**src/dtc_consts.svh**
```systemverilog
// register offsets, field positions, reset values and storage sizes
// assumes inclusion by every design file of the display transmitter control bank
`ifndef DTC_CONSTS_SVH
`define DTC_CONSTS_SVH

// ------------------------------------------------------------
// register offsets
// ------------------------------------------------------------
`define DTC_OFS_CLOCK_MODE 8'h1C
`define DTC_OFS_INPUT_CLOCK_SKEW 8'h1D
`define DTC_OFS_GENERAL_PIN_CONTROL 8'h1E
`define DTC_OFS_INPUT_FORMAT_SELECT 8'h1F
`define DTC_OFS_CONNECTION_SENSE 8'h20
`define DTC_OFS_CONVERTER_CONTROL 8'h21
`define DTC_OFS_HOTPLUG_CONFIG 8'h23
`define DTC_OFS_LINK_CONTROL_INPUTS 8'h31
`define DTC_OFS_LINK_PLL_PUMP_DRIVE 8'h33
`define DTC_OFS_LINK_PLL_DIVIDERS 8'h34
`define DTC_OFS_RESERVED_BLOCK_A 8'h35
`define DTC_OFS_LINK_PLL_FILTER 8'h36
`define DTC_OFS_RESERVED_BLOCK_B 8'h37
`define DTC_OFS_SOFT_RESET_TEST 8'h48
`define DTC_OFS_POWER_DOWN_CONTROL 8'h49
`define DTC_OFS_VERSION_CODE 8'h4A
`define DTC_OFS_DEVICE_CODE 8'h4B
`define DTC_OFS_SYNC_DIR_COLOR 8'h56

// ------------------------------------------------------------
// reset values
// ------------------------------------------------------------
`define DTC_RST_CLOCK_MODE 8'h00
`define DTC_RST_INPUT_CLOCK_SKEW 8'h48
`define DTC_RST_GENERAL_PIN_CONTROL 8'hC0
`define DTC_RST_CONNECTION_SENSE 8'h00
`define DTC_RST_INPUT_FORMAT_SELECT 8'h80
`define DTC_RST_LINK_CONTROL_INPUTS 8'h80
`define DTC_RST_LINK_PLL_PUMP_DRIVE 8'hE4
`define DTC_RST_PLAIN 8'h00

// ------------------------------------------------------------
// field positions
// ------------------------------------------------------------
`define DTC_BIT_CLOCK_RATE_SELECT 0
`define DTC_BIT_CLOCK_INVERT 2
`define DTC_BIT_SKEW_TRAIL 3
`define DTC_BIT_HOTPLUG_IRQ_CLEAR 3
`define DTC_LSB_PIN_LEVEL 4
`define DTC_LSB_PIN_DIRECTION 6
`define DTC_BIT_HOTPLUG_PIN_LEVEL 5
`define DTC_BIT_HOTPLUG_IRQ_ENABLE 7
`define DTC_MASK_CONNECTION_SENSE_RW 8'hD1

// ------------------------------------------------------------
// generic storage
// ------------------------------------------------------------
`define DTC_MEM_SLOTS 12
`define DTC_SLOT_W 4

`endif

```
**src/dtc_pkg.sv**
```systemverilog
// types shared by the display transmitter control bank
// assumes the constants header is compiled alongside
`default_nettype none
package dtc_pkg;

   // one-hot serial port sequencer states
   typedef enum logic [8:0] {
      DTC_IDLE = 9'h001,
      DTC_ADDR = 9'h002,
      DTC_ADDR_ACK = 9'h004,
      DTC_INDEX = 9'h008,
      DTC_INDEX_ACK = 9'h010,
      DTC_WRITE = 9'h020,
      DTC_WRITE_ACK = 9'h040,
      DTC_READ = 9'h080,
      DTC_READ_ACK = 9'h100
   } dtc_state_e;

   // pixel clock input settings handed to the capture logic
   typedef struct packed {
      logic rate_select;
      logic invert;
      logic skew_trail;
      logic [2:0] skew_steps;
   } dtc_clkcfg_s;

   // drive of the two general-purpose pins
   typedef struct packed {
      logic [1:0] out;
      logic [1:0] oe;
   } dtc_pin_s;

endpackage

`default_nettype wire

```
**src/dtc_regmem.sv**
```systemverilog
// small register memory holding the plain read/write settings
// assumes one write port and a read address stable for more than one cycle
`timescale 1ns/1ps
`default_nettype none
`include "dtc_consts.svh"

module dtc_regmem #(
   parameter int DEPTH = `DTC_MEM_SLOTS,
   parameter logic [DEPTH*8-1:0] INIT = '0
) (
   input wire logic clk,
   input wire logic nrst,
   input wire logic wr_en,
   input wire logic [`DTC_SLOT_W-1:0] wr_slot,
   input wire logic [7:0] wr_data,
   input wire logic [`DTC_SLOT_W-1:0] rd_slot,
   output logic [7:0] rd_data_q
);
   logic [7:0] word_q [DEPTH];

   if (DEPTH < 1 || DEPTH > (1 << `DTC_SLOT_W)) begin : g_bad_depth
      $error("dtc_regmem depth does not fit the slot width");
   end

   // contents survive every power-down setting; only nrst restores them
   for (genvar i = 0; i < DEPTH; i++) begin : g_word
      always_ff @(posedge clk or negedge nrst) begin
         if (!nrst) begin
            word_q[i] <= INIT[i*8 +: 8];
         end else if (wr_en && wr_slot == `DTC_SLOT_W'(i)) begin
            word_q[i] <= wr_data;
         end
      end
   end

   always_ff @(posedge clk or negedge nrst) begin
      if (!nrst) begin
         rd_data_q <= 8'h00;
      end else if (32'(rd_slot) < DEPTH) begin
         rd_data_q <= word_q[rd_slot];
      end else begin
         rd_data_q <= 8'h00;
      end
   end
endmodule

`default_nettype wire

```
**src/dtc_hotplug.sv**
```systemverilog
// hot plug change detector with interrupt latch
// assumes the sense pin is already synchronous to clk
`timescale 1ns/1ps
`default_nettype none
`include "dtc_consts.svh"

module dtc_hotplug (
   input wire logic clk,
   input wire logic nrst,
   input wire logic sense,
   input wire logic enable,
   input wire logic clear,
   output logic irq_q
);
   logic prev_q;

   always_ff @(posedge clk or negedge nrst) begin
      if (!nrst) begin
         prev_q <= 1'b0;
      end else begin
         prev_q <= sense;
      end
   end

   // clear holds irq_q low while prev_q keeps sampling, so it wins over a change in the same cycle
   always_ff @(posedge clk or negedge nrst) begin
      if (!nrst) begin
         irq_q <= 1'b0;
      end else if (clear) begin
         irq_q <= 1'b0;
      end else if (enable && sense != prev_q) begin
         irq_q <= 1'b1;
      end else if (!enable) begin
         irq_q <= 1'b0;
      end
   end
endmodule

`default_nettype wire

```
**src/dtc_regs.sv**
```systemverilog
// serial port register bank of the display transmitter: clock mode, skew,
// general-purpose pins with shared hot plug interrupt, plain settings
// assumes spc and spd_in are synchronous to clk and far slower than it
`timescale 1ns/1ps
`default_nettype none
`include "dtc_consts.svh"

module dtc_regs #(
   parameter logic [6:0] DEV_ADDR = 7'h3A,
   // identity values are arbitrary
   parameter logic [7:0] VERSION_CODE = 8'h01,
   parameter logic [7:0] DEVICE_CODE = 8'h5A
) (
   input wire logic clk,
   input wire logic nrst,
   input wire logic spc,
   input wire logic spd_in,
   output logic spd_out_q,
   output logic spd_oe_q,
   input wire logic pixel_clock_in,
   output logic pixel_clock_q,
   output dtc_pkg::dtc_clkcfg_s clk_cfg_q,
   input wire logic [1:0] gpio_in,
   output dtc_pkg::dtc_pin_s gpio_q,
   input wire logic hotplug_sense_pin
);
   import dtc_pkg::*;

   // ------------------------------------------------------------
   // declarations
   // ------------------------------------------------------------
   localparam logic [`DTC_MEM_SLOTS*8-1:0] MEM_INIT = {
      `DTC_RST_PLAIN, `DTC_RST_PLAIN, `DTC_RST_PLAIN, `DTC_RST_PLAIN,
      `DTC_RST_PLAIN, `DTC_RST_PLAIN, `DTC_RST_PLAIN, `DTC_RST_LINK_PLL_PUMP_DRIVE,
      `DTC_RST_LINK_CONTROL_INPUTS, `DTC_RST_PLAIN, `DTC_RST_PLAIN,
      `DTC_RST_INPUT_FORMAT_SELECT
   };

   dtc_state_e state_q;
   logic spc_q;
   logic spd_q;
   logic [3:0] cnt_q;
   logic [7:0] shift_q;
   logic [7:0] tx_q;
   logic [7:0] index_q;
   logic rw_q;
   logic ack_q;
   logic scl_rise;
   logic scl_fall;
   logic start_seen;
   logic stop_seen;
   logic wr_fire;
   logic [7:0] rd_byte;
   logic [4:0] wr_slot;
   logic [4:0] rd_slot;
   logic [7:0] mem_rdata;
   logic [7:0] clk_mode_q;
   logic [7:0] skew_q;
   logic [7:0] pin_ctl_q;
   logic [7:0] sense_ctl_q;
   logic hp_level_q;
   logic hp_irq;
   logic [1:0] pin_dir;
   logic [1:0] pin_lvl;
   logic [1:0] pin_read;

   // ------------------------------------------------------------
   // index decoding
   // ------------------------------------------------------------
   // returns {valid, slot} for registers kept in the plain memory
   function automatic logic [4:0] reg_slot(input logic [7:0] idx);
      logic [4:0] r;
      r = 5'h00;
      case (idx)
         `DTC_OFS_INPUT_FORMAT_SELECT: r = 5'h10;
         `DTC_OFS_CONVERTER_CONTROL: r = 5'h11;
         `DTC_OFS_HOTPLUG_CONFIG: r = 5'h12;
         `DTC_OFS_LINK_CONTROL_INPUTS: r = 5'h13;
         `DTC_OFS_LINK_PLL_PUMP_DRIVE: r = 5'h14;
         `DTC_OFS_LINK_PLL_DIVIDERS: r = 5'h15;
         `DTC_OFS_RESERVED_BLOCK_A: r = 5'h16;
         `DTC_OFS_LINK_PLL_FILTER: r = 5'h17;
         `DTC_OFS_RESERVED_BLOCK_B: r = 5'h18;
         `DTC_OFS_SOFT_RESET_TEST: r = 5'h19;
         `DTC_OFS_POWER_DOWN_CONTROL: r = 5'h1A;
         `DTC_OFS_SYNC_DIR_COLOR: r = 5'h1B;
         default: r = 5'h00;
      endcase
      return r;
   endfunction

   assign wr_slot = reg_slot(index_q);
   assign rd_slot = reg_slot(index_q);

   // ------------------------------------------------------------
   // serial line sampling
   // ------------------------------------------------------------
   always_ff @(posedge clk or negedge nrst) begin
      if (!nrst) begin
         spc_q <= 1'b1;
         spd_q <= 1'b1;
      end else begin
         spc_q <= spc;
         spd_q <= spd_in;
      end
   end

   assign scl_rise = spc && !spc_q;
   assign scl_fall = !spc && spc_q;
   assign start_seen = spc && spc_q && spd_q && !spd_in;
   assign stop_seen = spc && spc_q && !spd_q && spd_in;
   assign wr_fire = (state_q == DTC_WRITE) && scl_fall && (cnt_q == 4'd8);

   // ------------------------------------------------------------
   // read data selection
   // ------------------------------------------------------------
   assign pin_dir = pin_ctl_q[`DTC_LSB_PIN_DIRECTION +: 2];
   assign pin_lvl = pin_ctl_q[`DTC_LSB_PIN_LEVEL +: 2];

   assign pin_read = (pin_dir & gpio_in) | (~pin_dir & pin_lvl);

   always_comb begin
      rd_byte = 8'h00;
      case (index_q)
         `DTC_OFS_CLOCK_MODE: rd_byte = clk_mode_q;
         `DTC_OFS_INPUT_CLOCK_SKEW: rd_byte = skew_q;
         `DTC_OFS_GENERAL_PIN_CONTROL: rd_byte = {pin_dir, pin_read, pin_ctl_q[3:0]};
         `DTC_OFS_CONNECTION_SENSE: begin
            rd_byte = sense_ctl_q & `DTC_MASK_CONNECTION_SENSE_RW;
            rd_byte[`DTC_BIT_HOTPLUG_PIN_LEVEL] = hp_level_q;
         end
         `DTC_OFS_VERSION_CODE: rd_byte = VERSION_CODE;
         `DTC_OFS_DEVICE_CODE: rd_byte = DEVICE_CODE;
         default: rd_byte = rd_slot[4] ? mem_rdata : 8'h00;
      endcase
   end

   // ------------------------------------------------------------
   // serial port sequencer
   // ------------------------------------------------------------
   // the data line is open drain: it is only ever pulled low
   always_ff @(posedge clk or negedge nrst) begin
      if (!nrst) begin
         spd_out_q <= 1'b0;
      end else begin
         spd_out_q <= 1'b0;
      end
   end

   always_ff @(posedge clk or negedge nrst) begin
      if (!nrst) begin
         state_q <= DTC_IDLE;
         cnt_q <= 4'd0;
         shift_q <= 8'h00;
         tx_q <= 8'h00;
         index_q <= 8'h00;
         rw_q <= 1'b0;
         ack_q <= 1'b0;
         spd_oe_q <= 1'b0;
      end else if (start_seen) begin
         state_q <= DTC_ADDR;
         cnt_q <= 4'd0;
         spd_oe_q <= 1'b0;
      end else if (stop_seen) begin
         state_q <= DTC_IDLE;
         spd_oe_q <= 1'b0;
      end else begin
         case (state_q)
            DTC_IDLE: begin
               spd_oe_q <= 1'b0;
            end
            DTC_ADDR, DTC_INDEX, DTC_WRITE: begin
               if (scl_rise) begin
                  shift_q <= {shift_q[6:0], spd_in};
                  cnt_q <= cnt_q + 4'd1;
               end else if (scl_fall && cnt_q == 4'd8) begin
                  spd_oe_q <= 1'b1;
                  if (state_q == DTC_ADDR) begin
                     if (shift_q[7:1] == DEV_ADDR) begin
                        rw_q <= shift_q[0];
                        state_q <= DTC_ADDR_ACK;
                     end else begin
                        spd_oe_q <= 1'b0;
                        state_q <= DTC_IDLE;
                     end
                  end else if (state_q == DTC_INDEX) begin
                     index_q <= shift_q;
                     state_q <= DTC_INDEX_ACK;
                  end else begin
                     // the write itself uses the index before this step
                     index_q <= index_q + 8'd1;
                     state_q <= DTC_WRITE_ACK;
                  end
               end
            end
            DTC_ADDR_ACK: begin
               if (scl_fall) begin
                  cnt_q <= 4'd0;
                  if (rw_q) begin
                     tx_q <= rd_byte;
                     spd_oe_q <= !rd_byte[7];
                     index_q <= index_q + 8'd1;
                     state_q <= DTC_READ;
                  end else begin
                     spd_oe_q <= 1'b0;
                     state_q <= DTC_INDEX;
                  end
               end
            end
            DTC_INDEX_ACK, DTC_WRITE_ACK: begin
               if (scl_fall) begin
                  spd_oe_q <= 1'b0;
                  cnt_q <= 4'd0;
                  state_q <= DTC_WRITE;
               end
            end
            DTC_READ: begin
               if (scl_rise) begin
                  cnt_q <= cnt_q + 4'd1;
               end else if (scl_fall) begin
                  if (cnt_q == 4'd8) begin
                     spd_oe_q <= 1'b0;
                     state_q <= DTC_READ_ACK;
                  end else begin
                     spd_oe_q <= !tx_q[6];
                     tx_q <= {tx_q[6:0], 1'b0};
                  end
               end
            end
            DTC_READ_ACK: begin
               if (scl_rise) begin
                  ack_q <= !spd_in;
               end else if (scl_fall) begin
                  cnt_q <= 4'd0;
                  if (ack_q) begin
                     tx_q <= rd_byte;
                     spd_oe_q <= !rd_byte[7];
                     index_q <= index_q + 8'd1;
                     state_q <= DTC_READ;
                  end else begin
                     spd_oe_q <= 1'b0;
                     state_q <= DTC_IDLE;
                  end
               end
            end
            default: begin
               state_q <= DTC_IDLE;
               spd_oe_q <= 1'b0;
            end
         endcase
      end
   end

   // ------------------------------------------------------------
   // dedicated registers
   // ------------------------------------------------------------
   // clock mode storage
   always_ff @(posedge clk or negedge nrst) begin
      if (!nrst) begin
         clk_mode_q <= `DTC_RST_CLOCK_MODE;
      end else if (wr_fire && index_q == `DTC_OFS_CLOCK_MODE) begin
         clk_mode_q <= shift_q;
      end
   end

   always_ff @(posedge clk or negedge nrst) begin
      if (!nrst) begin
         skew_q <= `DTC_RST_INPUT_CLOCK_SKEW;
      end else if (wr_fire && index_q == `DTC_OFS_INPUT_CLOCK_SKEW) begin
         skew_q <= shift_q;
      end
   end

   always_ff @(posedge clk or negedge nrst) begin
      if (!nrst) begin
         pin_ctl_q <= `DTC_RST_GENERAL_PIN_CONTROL;
      end else if (wr_fire && index_q == `DTC_OFS_GENERAL_PIN_CONTROL) begin
         pin_ctl_q <= shift_q;
      end
   end

   // status bits 5 and 3:1 are read-only and never stored
   always_ff @(posedge clk or negedge nrst) begin
      if (!nrst) begin
         sense_ctl_q <= `DTC_RST_CONNECTION_SENSE;
      end else if (wr_fire && index_q == `DTC_OFS_CONNECTION_SENSE) begin
         sense_ctl_q <= shift_q & `DTC_MASK_CONNECTION_SENSE_RW;
      end
   end

   dtc_regmem #(
      .DEPTH(`DTC_MEM_SLOTS),
      .INIT(MEM_INIT)
   ) u_mem (
      .clk(clk),
      .nrst(nrst),
      .wr_en(wr_fire && wr_slot[4]),
      .wr_slot(wr_slot[3:0]),
      .wr_data(shift_q),
      .rd_slot(rd_slot[3:0]),
      .rd_data_q(mem_rdata)
   );

   // ------------------------------------------------------------
   // hot plug detection
   // ------------------------------------------------------------
   always_ff @(posedge clk or negedge nrst) begin
      if (!nrst) begin
         hp_level_q <= 1'b0;
      end else begin
         hp_level_q <= hotplug_sense_pin;
      end
   end

   dtc_hotplug u_hotplug (
      .clk(clk),
      .nrst(nrst),
      .sense(hotplug_sense_pin),
      .enable(sense_ctl_q[`DTC_BIT_HOTPLUG_IRQ_ENABLE]),
      .clear(pin_ctl_q[`DTC_BIT_HOTPLUG_IRQ_CLEAR]),
      .irq_q(hp_irq)
   );

   // ------------------------------------------------------------
   // pin and clock outputs
   // ------------------------------------------------------------
   always_ff @(posedge clk or negedge nrst) begin
      if (!nrst) begin
         gpio_q <= '0;
      end else begin
         gpio_q.out[0] <= pin_lvl[0];
         gpio_q.oe[0] <= !pin_dir[0];
         if (sense_ctl_q[`DTC_BIT_HOTPLUG_IRQ_ENABLE]) begin
            gpio_q.out[1] <= 1'b0;
            gpio_q.oe[1] <= hp_irq;
         end else begin
            gpio_q.out[1] <= pin_lvl[1];
            gpio_q.oe[1] <= !pin_dir[1];
         end
      end
   end

   always_ff @(posedge clk or negedge nrst) begin
      if (!nrst) begin
         clk_cfg_q <= '0;
         pixel_clock_q <= 1'b0;
      end else begin
         clk_cfg_q.rate_select <= clk_mode_q[`DTC_BIT_CLOCK_RATE_SELECT];
         clk_cfg_q.invert <= clk_mode_q[`DTC_BIT_CLOCK_INVERT];
         clk_cfg_q.skew_trail <= skew_q[`DTC_BIT_SKEW_TRAIL];
         clk_cfg_q.skew_steps <= skew_q[2:0];
         pixel_clock_q <= pixel_clock_in ^ clk_mode_q[`DTC_BIT_CLOCK_INVERT];
      end
   end
endmodule

`default_nettype wire

```
**config.mk**
```make
export PLATFORM = sky130hd
export DESIGN_NAME = dtc_regs
export DESIGN_NICKNAME = d
export VERILOG_FILES = /design/src/dtc_pkg.sv /design/src/dtc_regmem.sv /design/src/dtc_hotplug.sv /design/src/dtc_regs.sv
export VERILOG_INCLUDE_DIRS = /design/src
export SDC_FILE = /design/constraint.sdc
export NUM_CORES = 1
export LEC_CHECK = 0
export BUFFER_PORTS_ARGS = -buffer_cell sky130_fd_sc_hd__buf_2
export CAP_MARGIN = 20
export CORE_ASPECT_RATIO = 0.7
export CORE_UTILIZATION = 40
export DETAILED_ROUTE_END_ITERATION = 12
export GPL_TIMING_DRIVEN = 0
export HOLD_SLACK_MARGIN = 0.15
export PLACE_DENSITY = 0.51
export SLEW_MARGIN = 15
export SYNTH_ARGS = -nofsm -noshare
export SYNTH_HDL_FRONTEND = slang
export SYNTH_SLANG_ARGS = --single-unit
```
**constraint.sdc**
```tcl
create_clock -name clk -period 4.8 [get_ports clk]
set_input_delay 0.96 -clock clk [delete_from_list [all_inputs] [get_ports clk]]
set_output_delay 0.96 -clock clk [all_outputs]
set_load 0.01 [all_outputs]
```
==> impl_results.md <==
- Status: finished clean
- Global Route Usage Sum: 22.5%
- Clk sink count: 186
- Congestion Overflow GR: 0
- Commonest non-fill, non-tap cell in the layout: dfrtp_1
- Post-place setup slack: 1.37 ns
- Worst IR drop on VDD: 0.244 mV
- Crit end category: flop
- Vias in the first global route: 6,361
- Syn Area/Cell: 12.0 um2
- Final RePlAce weighted congestion: 0.921
- Unique masters post-synth: 71
- Clk root buf: clkbuf_16
- 1st-iter DRT viols: 484
- Post-route minimum period: 3.46 ns
- Synthesized cell area: 9190 um2
- Final hold slack: 0.396 ns
- Die Ht: 129 um
- LEAKAGE: 0.00486 uW
- Io pins: 21
- Cts repair resizes: 0
- Core box area: 22,100 um2
- Cells after Synth: 766
- TritonRoute pass-1 iters: 5
- Logic pwr share: 7.3%
- Hold Buf Count CTS: 0
- Worst hold path type: flop to flop
- # diodes: 0
- Flop pwr share: 49.4%
- Fmax: 0.289 GHz
- Net Switching: 827 uW
- Sw Share: 25.4%
- MaxCap Viol Count: 0
- Residual DRC: 0
- Yosys warnings: 0
- Synth top area share: 47.1%
- P_int: 2420 uW
- Crit Path Category: flop to flop
- PwrDens: 316 nW/um2
- # port buffers: 19
- Final WL: 24,900 um
- Synth area leaders: dfrtp_1 (47%), mux2_2 (17%), mux2i_1 (4.5%), dfstp_2 (3.7%), a211oi_1 (1.7%)
- Tightest Pin Transition: 1.08 ns
- Vias per inst: 5.69
- Clock network power share: 43.2%
- Die ar.: 23,600 um2
- RSZ-0062 raised after global routing: no
- DRT antenna net count: 0
- Worst Skew: 0.0103 ns
- Register area share after synthesis: 50.8%
- Worst-skew pair later-pin latency: 0.44 ns
- Pin count of the biggest net entering global routing: 100
- Final setup vio count: 0
- NumNets Final: 820
- Share of cells above drive strength 1: 30.0%
- Die Wd: 183 um
- Worst setup SP type: flop
- Hpwl dp: 17,500 um
- Max FO, Critical Path: 9
- Top_reg_cell synth: dfrtp_1
- Area grow syn2layout: 11.9%
- Synth async-reset ratio: 100%
- Slew Viols, Final: 0
- CTS Buf Count: 17
- Setup Buffers After CTS: 0
- Fin. Hold Viols: 0
- Post-synth EDFFs: 0
- CTS clk-pin slew, worst paths: 0.07 ns
- Fill cells: 2,083
- FP Rows: 45
- WP data arrival: 3.79 ns
- Register area: 4670 um2
- Final Cycle Share: 72.2%
- WL/cell: 22.2 um
- Via count: 6,394
- Setup ws final: 1.34 ns
- TritonCTS clock tree: done
- WP data required: 5.13 ns
- CTS max path bufs: 2
- Multi-input combinational cell area: 4250 um2
- Syn Nets: 781
- Most area-hungry cell type in the Yosys netlist: dfrtp_1
- Number of H-tree levels: 4
- Initial antenna violation count: 0
- Max_slew headroom: 28.2%
- Most frequent cells in the layout: dfrtp_1 (173), mux2_2 (142), mux2i_1 (41), nand2_1 (38), nor2_1 (33)
- First-pass GRT wire length: 39,000 um
- Starting Density: 41.6%
- Synth Register Bits: 186
logic make-up (layout without fill, tap and decap cells):
logic type	after synthesis	count (layout)	share of synthesized area (%)
flip-flops	186	186	50.8
multiplexers	184	184	22.0
AND/OR/NAND/NOR	174	174	10.8
AO/OA/AOI/OAI	150	150	11.9
buffers and inverters	59	111	2.91
adder cells (fa/ha/maj)	7	7	0.953
XOR/XNOR	5	5	0.477
other	1	1	0.0408
final timing paths:
| check | startpoint | endpoint | slack [ns] | cells after the start |
|---|---|---|---|---|
| max in group asynchronous | nrst | u_mem.word_q[95]$_DFFE_PN1P_ | 3.34 | 2 |
| worst max-delay path | index_q[1]$_DFFE_PN0P_ | u_mem.word_q[21]$_DFFE_PN0P_ | 1.34 | 9 |
| worst min-delay path | pin_ctl_q[4]$_DFFE_PN0P_ | gpio_q[2]$_DFF_PN0_ | 0.40 | 0 |
| min in group asynchronous | nrst | clk_mode_q[2]$_DFFE_PN0P_ | 0.50 | 1 |
| worst min register to register | pin_ctl_q[4]$_DFFE_PN0P_ | gpio_q[2]$_DFF_PN0_ | 0.40 | 0 |
| worst max register to register | index_q[1]$_DFFE_PN0P_ | u_mem.word_q[21]$_DFFE_PN0P_ | 1.34 | 9 |
state kept, by name, summed over array words and instances, names as in the netlist, 6 cells and up:
register         count
skew_q               8
clk_mode_q           8
u_mem.rd_data_q      8
u_mem.word_q        96
pin_ctl_q            8
index_q              8
shift_q              8
clk_cfg_q            6
state_q              9
tx_q                 7
critical path, stage by stage, from the launching register on:
cell	delay, ns
dfrtp_1	0.44
inv_1	0.09
ha_1	0.18
clkbuf_1	0.21
or4b_1	0.57
o2111a_1	0.25
nor4_1	0.59
nand3_1	0.17
nor2_2	0.46
mux2_2	0.40
power groups by stage:
stage / combinational (uW) / clock [uW] / sequential, uW
floorplan: 135 / 0 / 1630
global route: 265 / 1500 / 1610
detailed placement: 239 / 0 / 1640
global placement: 232 / 0 / 1640
finish: 239 / 1410 / 1610
CTS: 240 / 1440 / 1610
cell type report:
cell class	count	share of cell area, %
buffer	48	2.20
clock buffer	22	4.61
clock inverter	10	1.06
inverter	11	0.401
multi-input combinational	521	41.3
sequential	186	45.4
tap	305	3.71
timing repair buffer	20	1.29
per-layer routing:
metal	track usage (%)	wire length [um]	up-vias
met1	35.5	13000	3272
met2	30.9	10200	184
met3	4.33	1390	17
li1	-	-	2921
met4	5.93	291	0
met5	0	0	-
per-stage QoR:
step,power [uW],TNS (ns),area (um2),util (%),cells
finish,3250,0,10300,46.6,1123
global route,3370,0,10300,46.6,1123
CTS,3290,0,10300,46.6,1123
detailed placement,1880,0,9700,44.0,1091
global placement,1870,-26.30,9660,43.8,1090
floorplan,1770,0,9190,-,766
cell usage after synthesis, types with 6 or more instances:
library cell / count
a222oi_1: 7
mux2i_1: 41
dfstp_2: 13
buf_2: 8
a21oi_1: 22
o22ai_1: 9
and3_1: 9
a21boi_0: 15
dfrtp_1: 173
nand2_1: 38
clkbuf_1: 30
nand2b_1: 10
nor3_1: 8
nand4_1: 10
inv_1: 11
nor2_1: 33
a211o_1: 9
a2111oi_0: 14
ha_1: 7
nor2b_1: 11
mux2_2: 142
nand3_1: 19
o21ai_0: 25
a211oi_1: 21
nor2_2: 6
(Power assumes the default switching activity.)
